## src/cwd_regs.svh

```systemverilog
`ifndef CWD_REGS_SVH
`define CWD_REGS_SVH

// Register offsets, as host-visible 16-bit register addresses
`define CWD_OFS_RUN_CONTROL    16'hf0a0
`define CWD_OFS_EXTRA_OPTIONS  16'hf0a2
`define CWD_OFS_PERIOD_SECONDS 16'hf0a4
`define CWD_OFS_STARTUP_SECS   16'hf0a6
`define CWD_OFS_KEYED_MODE_ON  16'hf0aa
`define CWD_OFS_CLEAR_KEY      16'hf0ac
`define CWD_OFS_KICK           16'hf0ae
`define CWD_OFS_REBOOT_ON      16'hf0b4
`define CWD_OFS_PIN_ACTION_ON  16'hf0be
`define CWD_OFS_PIN_LEVEL      16'hf0c0
`define CWD_OFS_PIN_DIR        16'hf0c2
`define CWD_OFS_PIN_HOLD       16'hf0c4
`define CWD_OFS_AOUT_A_ON      16'hf0c8
`define CWD_OFS_AOUT_A_VOLTS   16'hf0ca
`define CWD_OFS_AOUT_B_ON      16'hf0d2
`define CWD_OFS_AOUT_B_VOLTS   16'hf0d4

// Field positions
`define CWD_BIT_ENABLE         0
`define CWD_BIT_ADV_FACTORY    0
`define CWD_BIT_ADV_SAVED      1

// Reset values
`define CWD_RST_WORD           32'h0000_0000
`define CWD_RST_PERIOD         32'h0000_003c
`define CWD_RST_STARTUP        32'h0000_0000

// Timing: device clock rate and the watchdog tick in seconds
`define CWD_CLK_HZ             50000000
`define CWD_TICK_S             1

`endif

```

## src/cwd_pkg.sv

```systemverilog
package cwd_pkg;

    // Watchdog sequencing states
    typedef enum logic [1:0] {
        CWD_STOP = 2'b00,
        CWD_RUN  = 2'b01,
        CWD_FIRE = 2'b10
    } cwd_state_t;

    // Complete state of the watchdog block
    typedef struct packed {
        cwd_state_t  state;
        logic        run;
        logic [31:0] extra_options;
        logic [31:0] period_s;
        logic [31:0] startup_s;
        logic        keyed;
        logic [31:0] key;
        logic        reboot_on;
        logic        pin_on;
        logic [31:0] pin_level;
        logic [31:0] pin_dir;
        logic [31:0] pin_hold;
        logic        aout_a_on;
        logic [31:0] aout_a_volts;
        logic        aout_b_on;
        logic [31:0] aout_b_volts;
        logic        startup_phase;
        logic [31:0] div_cnt;
        logic [31:0] sec_cnt;
        logic [31:0] rdata;
        logic        rvalid;
        logic        pin_apply;
        logic        aout_a_apply;
        logic        aout_b_apply;
        logic        load_factory;
        logic        load_saved;
        logic        dev_reset;
    } cwd_regs_t;

endpackage : cwd_pkg

```

## src/cwd_comm_loss_watchdog.sv

```systemverilog
`include "cwd_regs.svh"

// Behaviour
// - Writing 1 to the run control starts the watchdog; writing 0 stops it.
// - Timeout in seconds is 32 bits; outside keyed mode, received host traffic clears the timer.
// - Timer reaching the timeout uncleared performs every enabled action.
// - Outside keyed mode, each command response sent restarts the timeout.
// - Reboot action enabled resets the device each timeout, repeating without traffic.
// - Pin action enabled applies stored level, direction and hold masks on timeout.
// - First analog action enabled drives the stored float voltage on timeout.
// - Second analog action enabled drives its stored float voltage on timeout.
// - Timeouts as short as one second are accepted.
// - Keyed mode on stops command responses from restarting the timeout.
// - In keyed mode only a kick write equal to the key clears.
// - A 32-bit readable and writable key holds the value kicks must match.
// - Outside keyed mode any kick write clears, whatever the value.
// - A kick write clears at once, not when its response goes out.
// - Streamed data never restarts the timeout; only command-response traffic does.
// - After boot a startup timeout applies until the first clear or timeout.
module cwd_comm_loss_watchdog #(
    parameter logic [31:0] SEC_CYCLES = 32'(`CWD_CLK_HZ * `CWD_TICK_S)
) (
    // Clock and reset
    input wire logic ref_clk_in,
    input wire logic nrst_in,
    // Register access port
    input wire logic reg_wr_in,
    input wire logic reg_rd_in,
    input wire logic [15:0] reg_addr_in,
    input wire logic [31:0] reg_wdata_in,
    output logic [31:0] reg_rdata_out,
    output logic reg_rvalid_out,
    // Host traffic events
    input wire logic cmd_rx_in,
    input wire logic cmd_resp_sent_in,
    // Digital pin action
    output logic pin_apply_out,
    output logic [31:0] pin_level_field_out,
    output logic [31:0] pin_dir_field_out,
    output logic [31:0] pin_hold_field_out,
    // Analog output actions
    output logic aout_a_apply_out,
    output logic [31:0] analog_out_a_volts_out,
    output logic aout_b_apply_out,
    output logic [31:0] analog_out_b_volts_out,
    // Setup reload and reset actions
    output logic load_factory_io_setup_out,
    output logic load_saved_io_setup_out,
    output logic device_reset_out,
    // Status
    output logic wd_running_out,
    output logic wd_startup_phase_out,
    output logic [31:0] wd_elapsed_s_out
);

    cwd_pkg::cwd_regs_t st_ff;
    cwd_pkg::cwd_regs_t nxt_st;

    logic wr_kick;
    logic kick;
    logic tick;
    logic [31:0] limit_s;
    logic [31:0] sec_next;

    // Kick write, checked against the key only in keyed mode
    assign wr_kick = reg_wr_in && (reg_addr_in == `CWD_OFS_KICK)
                     && (!st_ff.keyed || (reg_wdata_in == st_ff.key));

    // Clear sources; stream traffic has no input here at all
    assign kick = wr_kick
                  || (!st_ff.keyed && (cmd_rx_in || cmd_resp_sent_in));

    // One-second tick from the clock divider
    assign tick = (st_ff.div_cnt == SEC_CYCLES - 32'h1);

    // Active limit: startup delay first, zero treated as one second
    always_comb begin
        limit_s = st_ff.period_s;
        if (st_ff.startup_phase && (st_ff.startup_s != 32'h0)) begin
            limit_s = st_ff.startup_s;
        end
        if (limit_s == 32'h0) begin
            limit_s = 32'h1;
        end
    end

    assign sec_next = 32'(st_ff.sec_cnt + 32'h1);

    // Next-state logic for registers, timer and action pulses
    always_comb begin
        nxt_st = st_ff;
        nxt_st.pin_apply = 1'b0;
        nxt_st.aout_a_apply = 1'b0;
        nxt_st.aout_b_apply = 1'b0;
        nxt_st.load_factory = 1'b0;
        nxt_st.load_saved = 1'b0;
        nxt_st.dev_reset = 1'b0;
        nxt_st.rvalid = reg_rd_in;
        nxt_st.rdata = 32'h0;

        // Register reads; unmapped and write-only read as zero
        if (reg_rd_in) begin
            unique case (reg_addr_in)
                `CWD_OFS_RUN_CONTROL: nxt_st.rdata = {31'h0, st_ff.run};
                `CWD_OFS_EXTRA_OPTIONS: nxt_st.rdata = st_ff.extra_options;
                `CWD_OFS_PERIOD_SECONDS: nxt_st.rdata = st_ff.period_s;
                `CWD_OFS_STARTUP_SECS: nxt_st.rdata = st_ff.startup_s;
                `CWD_OFS_KEYED_MODE_ON: nxt_st.rdata = {31'h0, st_ff.keyed};
                `CWD_OFS_CLEAR_KEY: nxt_st.rdata = st_ff.key;
                `CWD_OFS_REBOOT_ON: nxt_st.rdata = {31'h0, st_ff.reboot_on};
                `CWD_OFS_PIN_ACTION_ON: nxt_st.rdata = {31'h0, st_ff.pin_on};
                `CWD_OFS_PIN_LEVEL: nxt_st.rdata = st_ff.pin_level;
                `CWD_OFS_PIN_DIR: nxt_st.rdata = st_ff.pin_dir;
                `CWD_OFS_PIN_HOLD: nxt_st.rdata = st_ff.pin_hold;
                `CWD_OFS_AOUT_A_ON: nxt_st.rdata = {31'h0, st_ff.aout_a_on};
                `CWD_OFS_AOUT_A_VOLTS: nxt_st.rdata = st_ff.aout_a_volts;
                `CWD_OFS_AOUT_B_ON: nxt_st.rdata = {31'h0, st_ff.aout_b_on};
                `CWD_OFS_AOUT_B_VOLTS: nxt_st.rdata = st_ff.aout_b_volts;
                default: nxt_st.rdata = 32'h0;
            endcase
        end

        // Configuration writes; host keeps the watchdog stopped meanwhile
        if (reg_wr_in) begin
            unique case (reg_addr_in)
                `CWD_OFS_RUN_CONTROL: nxt_st.run = reg_wdata_in[`CWD_BIT_ENABLE];
                `CWD_OFS_EXTRA_OPTIONS: nxt_st.extra_options = reg_wdata_in;
                `CWD_OFS_PERIOD_SECONDS: nxt_st.period_s = reg_wdata_in;
                `CWD_OFS_STARTUP_SECS: nxt_st.startup_s = reg_wdata_in;
                `CWD_OFS_KEYED_MODE_ON: nxt_st.keyed = reg_wdata_in[`CWD_BIT_ENABLE];
                `CWD_OFS_CLEAR_KEY: nxt_st.key = reg_wdata_in;
                `CWD_OFS_REBOOT_ON: nxt_st.reboot_on = reg_wdata_in[`CWD_BIT_ENABLE];
                `CWD_OFS_PIN_ACTION_ON: nxt_st.pin_on = reg_wdata_in[`CWD_BIT_ENABLE];
                `CWD_OFS_PIN_LEVEL: nxt_st.pin_level = reg_wdata_in;
                `CWD_OFS_PIN_DIR: nxt_st.pin_dir = reg_wdata_in;
                `CWD_OFS_PIN_HOLD: nxt_st.pin_hold = reg_wdata_in;
                `CWD_OFS_AOUT_A_ON: nxt_st.aout_a_on = reg_wdata_in[`CWD_BIT_ENABLE];
                `CWD_OFS_AOUT_A_VOLTS: nxt_st.aout_a_volts = reg_wdata_in;
                `CWD_OFS_AOUT_B_ON: nxt_st.aout_b_on = reg_wdata_in[`CWD_BIT_ENABLE];
                `CWD_OFS_AOUT_B_VOLTS: nxt_st.aout_b_volts = reg_wdata_in;
                default: ;
            endcase
        end

        // Watchdog sequencer
        unique case (st_ff.state)
            cwd_pkg::CWD_STOP: begin
                nxt_st.div_cnt = 32'h0;
                nxt_st.sec_cnt = 32'h0;
                if (st_ff.run) begin
                    nxt_st.state = cwd_pkg::CWD_RUN;
                end
            end
            cwd_pkg::CWD_RUN: begin
                nxt_st.div_cnt = tick ? 32'h0 : 32'(st_ff.div_cnt + 32'h1);
                if (!st_ff.run) begin
                    nxt_st.state = cwd_pkg::CWD_STOP;
                end else if (kick) begin
                    // A clear in the same cycle as expiry wins
                    nxt_st.div_cnt = 32'h0;
                    nxt_st.sec_cnt = 32'h0;
                    nxt_st.startup_phase = 1'b0;
                end else if (tick) begin
                    if (sec_next >= limit_s) begin
                        // Expiry: drive every enabled output and setup action
                        nxt_st.sec_cnt = 32'h0;
                        nxt_st.startup_phase = 1'b0;
                        nxt_st.pin_apply = st_ff.pin_on;
                        nxt_st.aout_a_apply = st_ff.aout_a_on;
                        nxt_st.aout_b_apply = st_ff.aout_b_on;
                        nxt_st.load_factory = st_ff.extra_options[`CWD_BIT_ADV_FACTORY];
                        nxt_st.load_saved = st_ff.extra_options[`CWD_BIT_ADV_SAVED];
                        nxt_st.state = cwd_pkg::CWD_FIRE;
                    end else begin
                        nxt_st.sec_cnt = sec_next;
                    end
                end
            end
            cwd_pkg::CWD_FIRE: begin
                // Reset follows the other actions, then timing restarts
                nxt_st.dev_reset = st_ff.reboot_on;
                nxt_st.div_cnt = 32'h0;
                nxt_st.sec_cnt = 32'h0;
                nxt_st.state = st_ff.run ? cwd_pkg::CWD_RUN : cwd_pkg::CWD_STOP;
            end
            default: begin
                nxt_st.state = cwd_pkg::CWD_STOP;
            end
        endcase
    end

    // State register
    always_ff @(posedge ref_clk_in or negedge nrst_in) begin
        if (!nrst_in) begin
            st_ff <= '{
                state: cwd_pkg::CWD_STOP,
                run: 1'b0,
                extra_options: `CWD_RST_WORD,
                period_s: `CWD_RST_PERIOD,
                startup_s: `CWD_RST_STARTUP,
                keyed: 1'b0,
                key: `CWD_RST_WORD,
                reboot_on: 1'b0,
                pin_on: 1'b0,
                pin_level: `CWD_RST_WORD,
                pin_dir: `CWD_RST_WORD,
                pin_hold: `CWD_RST_WORD,
                aout_a_on: 1'b0,
                aout_a_volts: `CWD_RST_WORD,
                aout_b_on: 1'b0,
                aout_b_volts: `CWD_RST_WORD,
                startup_phase: 1'b1,
                div_cnt: 32'h0,
                sec_cnt: 32'h0,
                rdata: 32'h0,
                rvalid: 1'b0,
                pin_apply: 1'b0,
                aout_a_apply: 1'b0,
                aout_b_apply: 1'b0,
                load_factory: 1'b0,
                load_saved: 1'b0,
                dev_reset: 1'b0
            };
        end else begin
            st_ff <= nxt_st;
        end
    end

    // Outputs straight from the state register
    assign reg_rdata_out = st_ff.rdata;
    assign reg_rvalid_out = st_ff.rvalid;
    assign pin_apply_out = st_ff.pin_apply;
    assign pin_level_field_out = st_ff.pin_level;
    assign pin_dir_field_out = st_ff.pin_dir;
    assign pin_hold_field_out = st_ff.pin_hold;
    assign aout_a_apply_out = st_ff.aout_a_apply;
    assign analog_out_a_volts_out = st_ff.aout_a_volts;
    assign aout_b_apply_out = st_ff.aout_b_apply;
    assign analog_out_b_volts_out = st_ff.aout_b_volts;
    assign load_factory_io_setup_out = st_ff.load_factory;
    assign load_saved_io_setup_out = st_ff.load_saved;
    assign device_reset_out = st_ff.dev_reset;
    assign wd_running_out = (st_ff.state != cwd_pkg::CWD_STOP);
    assign wd_startup_phase_out = st_ff.startup_phase;
    assign wd_elapsed_s_out = st_ff.sec_cnt;

endmodule : cwd_comm_loss_watchdog

```

## config.mk

```make
export PLATFORM = sky130hd
export DESIGN_NAME = cwd_comm_loss_watchdog
export DESIGN_NICKNAME = d
export VERILOG_FILES = /design/src/cwd_pkg.sv /design/src/cwd_comm_loss_watchdog.sv
export VERILOG_INCLUDE_DIRS = /design/src
export SDC_FILE = /design/constraint.sdc
export NUM_CORES = 1
export LEC_CHECK = 0
export ABC_CLOCK_PERIOD_IN_PS = 4240
export BUFFER_PORTS_ARGS = -buffer_cell sky130_fd_sc_hd__buf_2
export CAP_MARGIN = 20
export CORE_UTILIZATION = 53
export CTS_CLUSTER_DIAMETER = 120
export DETAILED_ROUTE_END_ITERATION = 8
export PLACE_DENSITY = 0.8
export SKIP_LAST_GASP = 1
export SYNTH_ARGS = -nofsm -noshare
export SYNTH_HDL_FRONTEND = slang
export SYNTH_SLANG_ARGS = --single-unit
export TNS_END_PERCENT = 100
```

## constraint.sdc

```tcl
create_clock -name ref_clk_in -period 4.24 [get_ports ref_clk_in]
set_input_delay 0.424 -clock ref_clk_in [delete_from_list [all_inputs] [get_ports ref_clk_in]]
set_output_delay 0.424 -clock ref_clk_in [all_outputs]
set_load 0.03 [all_outputs]
```

==> results of run 1 <==
kinds of logic after synthesis:
kind of cell               synth area share
adders and majority gates            0.0202
xor gates and xnor gates             0.0283
DFF                                   0.476
AOI/OAI and AO/OA                     0.109
buffers and inverters                 0.108
muxes                                 0.178
and+or+nand+nor                      0.0811
synth_stat cells, types with 32 or more instances:
library cell                 n  area [um^2]
sky130_fd_sc_hd__a21oi_1    42          210
sky130_fd_sc_hd__a221oi_1   32          280
sky130_fd_sc_hd__a222oi_1   32          320
sky130_fd_sc_hd__a22o_1     57          499
sky130_fd_sc_hd__a22oi_1    34          255
sky130_fd_sc_hd__a31oi_1    50          313
sky130_fd_sc_hd__buf_4     228         1710
sky130_fd_sc_hd__clkbuf_1   93          349
sky130_fd_sc_hd__dfrtp_1   395         9880
sky130_fd_sc_hd__ha_1       34          425
sky130_fd_sc_hd__mux2_2    295         3320
sky130_fd_sc_hd__mux2i_1    41          410
sky130_fd_sc_hd__nand2_1    54          203
sky130_fd_sc_hd__nand3_1    45          225
sky130_fd_sc_hd__nor2_1     45          169
sky130_fd_sc_hd__xor2_1     51          447
power groups by stage:
stage,registers (uW),clock network (uW),logic (uW)
after floorplan,3890,0,67.5
after global placement,3890,0,216
after detailed placement,3890,0,220
after CTS,3820,4000,222
after global routing,3820,4160,243
final,3820,3960,220
state kept, by name (all words and copies together) (netlist names), 32 cells and up:
register and cells:
pin_hold_field_out 32, analog_out_a_volts_out 32, reg_rdata_out 32, wd_elapsed_s_out 32, st_ff 168, pin_level_field_out 32, pin_dir_field_out 32, analog_out_b_volts_out 32
layer usage:
metal | part of all wire | vias up | global-route usage
met5 | 0 | - | 0
met4 | 0.044 | 0 | 0.129
met3 | 0.086 | 144 | 0.0598
met2 | 0.46 | 796 | 0.452
met1 | 0.41 | 7804 | 0.402
li1 | - | 6529 | -
path summary, 6_finish.rpt:
kind                                        start                                end  slack (ns)  cells after the start
max                        st_ff[322]$_DFFE_PN0P_    wd_elapsed_s_out[8]$_DFFE_PN0P_        0.11                     15
min                                     reg_rd_in           reg_rvalid_out$_DFF_PN0_        0.03                      1
max reg2reg                st_ff[322]$_DFFE_PN0P_    wd_elapsed_s_out[8]$_DFFE_PN0P_        0.11                     15
min reg2reg                st_ff[391]$_DFFE_PN0P_             st_ff[391]$_DFFE_PN0P_        0.50                      1
max in group asynchronous                 nrst_in    wd_elapsed_s_out[0]$_DFFE_PN0P_        2.60                      3
min in group asynchronous                 nrst_in  pin_dir_field_out[27]$_DFFE_PN0P_        0.38                      2
placed cells by master, fill, tap and decap left out, drive strengths merged, types with 4 or more instances in the layout:
master and n:
dfrtp 395, buf 330, mux2 295, clkbuf 62, a22o 57, nand2 54
xor2 51, a31oi 50, nor2 46, nand3 45, a21oi 42, mux2i 41
a22oi 34, ha 34, a222oi 32, a221oi 32, nor4 31, nand4 25
o21ai 21, and3 19, inv 19, xnor2 17, and2 16, nand2b 15
and4 12, nor3 11, clkinv 11, a21o 7, nor2b 6, bufinv 5
dfstp 5, nor4b 5, or2 4, or4 4, a41oi 4, a21boi 4
stage by stage:
| stage | instances | utilization | total power, uW |
|---|---|---|---|
| global route | 2393 | 0.592 | 8220 |
| detailed placement | 2306 | 0.549 | 4110 |
| floorplan | 1813 | - | 3960 |
| finish | 2393 | 0.592 | 8000 |
| global placement | 2305 | 0.548 | 4110 |
| CTS | 2386 | 0.587 | 8040 |
timing repair:
item                                    CTS  global route
hold buffers                              1             0
buffers inserted                          0             3
hold endpoints to repair                 59             0
gates resized for setup                   0            16
endpoints found under the setup margin    0            40
area by class of cell:
| cell class | instances | area [um^2] | area share |
|---|---|---|---|
| Clock buffer | 60 | 1230 | 0.0534 |
| Multi-Input combinational cell | 1045 | 8880 | 0.385 |
| Inverter | 18 | 67.6 | 0.00293 |
| Clock inverter | 19 | 263 | 0.0114 |
| Sequential cell | 400 | 10000 | 0.435 |
| Tap cell | 518 | 648 | 0.0281 |
| Timing Repair Buffer | 333 | 1940 | 0.0841 |
==> results.md, run 1 <==
* Pre-antenna DRT Iters at 7
* Max-slew violation count at 0
* Startpoint type of the worst setup path: register
* Prevailing post-synth register cell: sky130_fd_sc_hd__dfrtp_1
* Longest Clk Path Bufs at 3
* Crit end category: register
* Worst-path cell with the longest stage delay: sky130_fd_sc_hd__dfrtp_1
* Share of layout cells above drive strength 1 at 0.394
* Netlist area before placement at roughly 21000 um^2
* Largest net degree at the start of global routing at about 100
* Clock transition at path regs at 0.06 ns
* Horizontal die dimension at about 200 um
* Final hold violations at 0
* Routed vias/inst at 6.38
* Yosys warnings at 0
* Post-synthesis async set-or-reset flop share at 1.00
* Sink count of the clock tree at 400
* Max-capacitance violation count at 0
* Worst slew margin relative to its limit at 0.346
* Cell at the root of the clock tree: sky130_fd_sc_hd__clkbuf_16
* Longest individual stage delay on the worst path at roughly 0.46 ns
* Area overhead of the layout relative to synthesis at 9.59%
* Number of synthesized register bits at 400
* Minimum setup slack in the final design at 0.110 ns
* Worst hold slack at 0.0336 ns
* PortBufs at between 200 and 300
* Static Leakage at 0.0119 uW
* Floorplan Core Area at between 30000 and 40000 um^2
* Total setup violations reported at the end of the flow at 0
* Die height at 201 um
* Most Frequent Cell on Critical Path: sky130_fd_sc_hd__nand2_1
* Total Neg Setup Slack at 0 ns
* Wire length of the first global-routing pass at a little over 90000 um
* Number of fill cells at 3097
* Crit-path cells: nor4_2 -> nand4_1 -> o21ai_4 -> buf_6 -> mux2i_2 -> ha_1 -> nand2_1 -> o21ai_0 -> a221o_1 -> a211o_1 -> a211oi_4 -> buf_4 -> clkbuf_16 -> nand2_1 -> a31oi_1
* Via Count at 15300
* Power spent charging and discharging nets at 1780 uW
* Final Skew at a little over 0.02 ns
* WL/cell at 25.3 um
* Share of power burned in combinational logic at 0.027
* Top fanout value on the critical path at 13
* Flop pwr share at 0.478
* Synthesized instance count at about 1800
* # diodes at 0
* Number of flops mapped to enable cells by yosys at 0
* Internal power at 6210 uW
* Final design instance area without fill at between 20000 and 25000 um^2
* I/O pin total at 287
* F_max at roughly 0.24 GHz
* Worst VDD drop at between 0.3 and 0.4 mV
* Remaining DRCs at 0
* Buffering stage count on the worst path with inverters included at 3
* Number of global-route vias before repair at about 15000
* Number of antenna violations at the first check in global routing at 1
* Power density cells at ~350 nW/um^2
* Final critical-path share of the clock period at 0.974
* Initial standard-cell utilization of the core at 0.540
* Category of the critical setup timing path: reg -> reg
* Number of H-tree levels at 2
* Fraction of power spent switching nets at 0.223
* Clock group share of total power at 0.495
* Data required time of the worst path at 4.73 ns
* CTS tree: built
* Worst hold path type: in -> reg
* Sequential cell area fraction in the yosys report at 0.476
* Floorplan die area at about 40000 um^2
* Instance area at placement at 21400 um^2
* Antenna violation net count after detailed routing at 0
* Worst-margin pin slew at 0.980 ns
* Residual overflow from global routing at 0
* Total Routing Usage GR at 0.293
* Dpl ws at between 0.06 and 0.07 ns
* Number of cell rows at between 70 and 80
* CP Data Arrival Time at 4.62 ns
* Synthesized area per cell at between 10 and 15 um^2
* Number of nets produced by synthesis at around 1900
* Half-perimeter wire length after placement at ~42000 um
* GP Congestion at 0.915
* Cell variety after synth at a little under 70
* Time the worst path needs with I/O delays and setup at 4.13 ns
* Final Net Count at around 1900
* Detailed router's first-iteration violation count at 1420
* Result of the run: complete, no violations
* Crit-path leading delay family: compound AO/OA/AOI/OAI gates
* Clock buffers created by TritonCTS at between 40 and 50
* Clock network latency to the later pin of the worst-skew pair at around 0.58 ns
* Total wire length after detailed routing at 60500 um
Power figures use the tool's default switching activity.
==> run 2, diff against run 1 <==
--- a/config.mk
+++ b/config.mk
@@ -9,10 +9,10 @@
 export ABC_CLOCK_PERIOD_IN_PS = 4240
 export BUFFER_PORTS_ARGS = -buffer_cell sky130_fd_sc_hd__buf_2
 export CAP_MARGIN = 20
-export CORE_UTILIZATION = 53
+export CORE_UTILIZATION = 40
 export CTS_CLUSTER_DIAMETER = 120
 export DETAILED_ROUTE_END_ITERATION = 8
-export PLACE_DENSITY = 0.8
+export PLACE_DENSITY = 0.64
 export SKIP_LAST_GASP = 1
 export SYNTH_ARGS = -nofsm -noshare
 export SYNTH_HDL_FRONTEND = slang
==> results.md, run 2 (same netlist as run 1, synthesis figures left out) <==
* Number of cell rows at 83 (+15%)
* Setup repair after global routing missed its margin: false
* Category of the critical setup timing path: reg -> reg
* Largest register by flop count: st_ff
* Final Net Count at 1938 (+0.47%)
* Top fanout value on the critical path at 25 (+12)
* Antenna violation net count after detailed routing at 0 (unchanged)
* Number of fill cells at 4634 (+50%)
* Number of global-route vias before repair at 14700 (-1.6%)
* I/O pin total at 287 (unchanged)
* Detailed router's first-iteration violation count at 1423 (+0.21%)
* Horizontal die dimension at 231 um (+15%)
* Clock transition at path regs at 0.06 ns (about the same)
* Static Leakage at 0.0119 uW (+0.54%)
* Number of antenna violations at the first check in global routing at 3 (+2)
* Share of layout cells above drive strength 1 at 0.398 (+0.00428)
* Internal power at 6230 uW (+0.30%)
* F_max at 0.247 GHz (+2.0%)
* PortBufs at 286 (unchanged)
* Flop pwr share at 0.476 (-0.002)
* Largest net degree at the start of global routing at 122 (+18%)
* Top library cells by usage in the layout, fill and taps aside: sky130_fd_sc_hd__dfrtp_1 (394), sky130_fd_sc_hd__mux2_2 (295), sky130_fd_sc_hd__buf_2 (285), sky130_fd_sc_hd__a22o_1 (57), sky130_fd_sc_hd__nand2_1 (54)
* Die height at 231 um (+15%)
* Power density cells at 345 nW/um^2 (-0.61%)
* Final critical-path share of the clock period at 0.955 (-0.0190)
* Crit end category: register
* CTS tree: built
* Sink count of the clock tree at 400 (unchanged)
* Cell total after placement at 2478 (+7.5%)
* Flip-flop count of the largest register after layout at 168 (unchanged)
* CP Data Arrival Time at 4.53 ns (-0.09 ns)
* Worst slew margin relative to its limit at 0.484 (+0.139)
* Floorplan die area at 53500 um^2 (+32%)
* Longest Clk Path Bufs at 3 (unchanged)
* GP Congestion at 0.910 (-0.52%)
* Total setup violations reported at the end of the flow at 0 (unchanged)
* Via Count at 15000 (-2.0%)
* Clock buffers created by TritonCTS at 45 (+4.7%)
* Result of the run: complete, no violations
* Max-slew violation count at 0 (unchanged)
* Total Neg Setup Slack at 0 ns (unchanged)
* Startpoint type of the worst setup path: register
* Power spent charging and discharging nets at 1800 uW (+0.86%)
* Area of combinational cells with multiple inputs at 8870 um^2 (about the same)
* Pre-antenna DRT Iters at 8 (+1)
* Fraction of power spent switching nets at 0.224 (+0.000969)
* Remaining DRCs at 0 (unchanged)
* Final Skew at 0.0149 ns (-0.00562 ns)
* Worst-margin pin slew at 0.773 ns (-0.207 ns)
* Max-capacitance violation count at 0 (unchanged)
* Worst VDD drop at 0.277 mV (-16%)
* Area overhead of the layout relative to synthesis at 10.7%
* Total Routing Usage GR at 0.236 (-0.0569)
* Area taken by flip-flops and latches at 10000 um^2 (about the same)
* Data required time of the worst path at 4.72 ns (about the same)
* Final hold violations at 0 (unchanged)
* Clock network latency to the later pin of the worst-skew pair at 0.58 ns (about the same)
* WL/cell at 24.9 um (-1.3%)
* Total wire length after detailed routing at 64000 um (+5.8%)
* Wire length of the first global-routing pass at 95500 um (+4.6%)
* Floorplan Core Area at 51600 um^2 (+33%)
* Time the worst path needs with I/O delays and setup at 4.05 ns (-0.0804 ns)
* Cell at the root of the clock tree: sky130_fd_sc_hd__clkbuf_16
* Initial standard-cell utilization of the core at 0.407 (-0.133)
* Non-filler instance count after layout at 2566 (+7.2%)
* Clock group share of total power at 0.497 (+0.002)
* Worst hold path type: in -> reg
* Number of H-tree levels at 2 (unchanged)
* Commonest non-fill, non-tap cell in the layout: sky130_fd_sc_hd__dfrtp_1
* Routed vias/inst at 5.83 (-8.6%)
* Residual overflow from global routing at 0 (unchanged)
* Share of power burned in combinational logic at 0.028 (about the same)
* Half-perimeter wire length after placement at 45900 um (+8.1%)
==> run 2: per-stage QoR <==
| step | total power [uW] | setup WS (ns) | area [um^2] | util | hold WS, ns |
|---|---|---|---|---|---|
| CTS | 8130 | 0.0309 | 23200 | 0.449 | 0.00629 |
| detailed placement | 4120 | 0.0625 | 21600 | 0.419 | 0.493 |
| global placement | 4110 | 0.122 | 21600 | 0.419 | 0.487 |
| global route | 8300 | 0.00860 | 23300 | 0.451 | 0.0159 |
| floorplan | 3960 | 0.277 | 21000 | - | 0.128 |
| finish | 8030 | 0.191 | 23300 | 0.451 | 0.0351 |
==> run 2: worst paths after layout <==
kind	cells past startpoint	to	slack, ns	from
worst min-delay path	1	reg_rvalid_out$_DFF_PN0_	0.04	reg_rd_in
worst min register to register	1	st_ff[385]$_DFFE_PN0P_	0.51	st_ff[385]$_DFFE_PN0P_
max in group asynchronous	3	st_ff[369]$_DFFE_PN0P_	2.60	nrst_in
worst max register to register	16	wd_elapsed_s_out[8]$_DFFE_PN0P_	0.19	wd_elapsed_s_out[0]$_DFFE_PN0P_
worst max-delay path	16	wd_elapsed_s_out[8]$_DFFE_PN0P_	0.19	wd_elapsed_s_out[0]$_DFFE_PN0P_
min in group asynchronous	2	reg_rdata_out[28]$_DFF_PN0_	0.47	nrst_in
==> run 2: final cells by class <==
type	instances	area share
inverters	18	0.00290
flip-flops and latches	400	0.430
clock buffers	61	0.0567
multi-input cells	1045	0.381
diodes	1	0.000107
well taps	680	0.0365
repair buffers	340	0.0837
clock inverters	21	0.00855
==> run 2: what timing repair did <==
action	CTS	global route
hold buffers	1	0
endpoints found under the setup margin	0	37
setup buffers	0	3
gates resized for setup	0	10
endpoints found under the hold margin	91	0
==> run 2: per-layer routing <==
| metal | share of wire | wire, um | track usage | vias to the layer above |
|---|---|---|---|---|
| met5 | 0.00036 | 23 | 0 | - |
| met4 | 0.028 | 1790 | 0.0778 | 4 |
| met3 | 0.072 | 4590 | 0.0533 | 91 |
| met2 | 0.46 | 29500 | 0.365 | 535 |
| met1 | 0.44 | 28100 | 0.327 | 7785 |
| li1 | - | - | - | 6549 |
==> run 2: power by group through the flow <==
stage / sequential (uW) / clock, uW / combinational (uW)
after CTS: 3820 / 4080 / 227
final: 3820 / 3990 / 222
after global routing: 3820 / 4240 / 246
after detailed placement: 3890 / 0 / 226
after floorplan: 3890 / 0 / 67.5
after global placement: 3890 / 0 / 223
==> run 2: worst max-delay path, stage by stage, from the launching register on <==
cell	delay, ns
sky130_fd_sc_hd__dfrtp_1	0.49
sky130_fd_sc_hd__ha_1	0.29
sky130_fd_sc_hd__and3_1	0.22
sky130_fd_sc_hd__nand4_1	0.15
sky130_fd_sc_hd__buf_4	0.22
sky130_fd_sc_hd__nor2_1	0.22
sky130_fd_sc_hd__xor2_2	0.31
sky130_fd_sc_hd__ha_1	0.33
sky130_fd_sc_hd__a21oi_1	0.18
sky130_fd_sc_hd__nand2_1	0.07
sky130_fd_sc_hd__a221o_1	0.32
sky130_fd_sc_hd__a211o_1	0.37
sky130_fd_sc_hd__a211oi_4	0.18
sky130_fd_sc_hd__buf_4	0.15
sky130_fd_sc_hd__buf_12	0.16
sky130_fd_sc_hd__a41oi_1	0.12
sky130_fd_sc_hd__a31oi_1	0.17
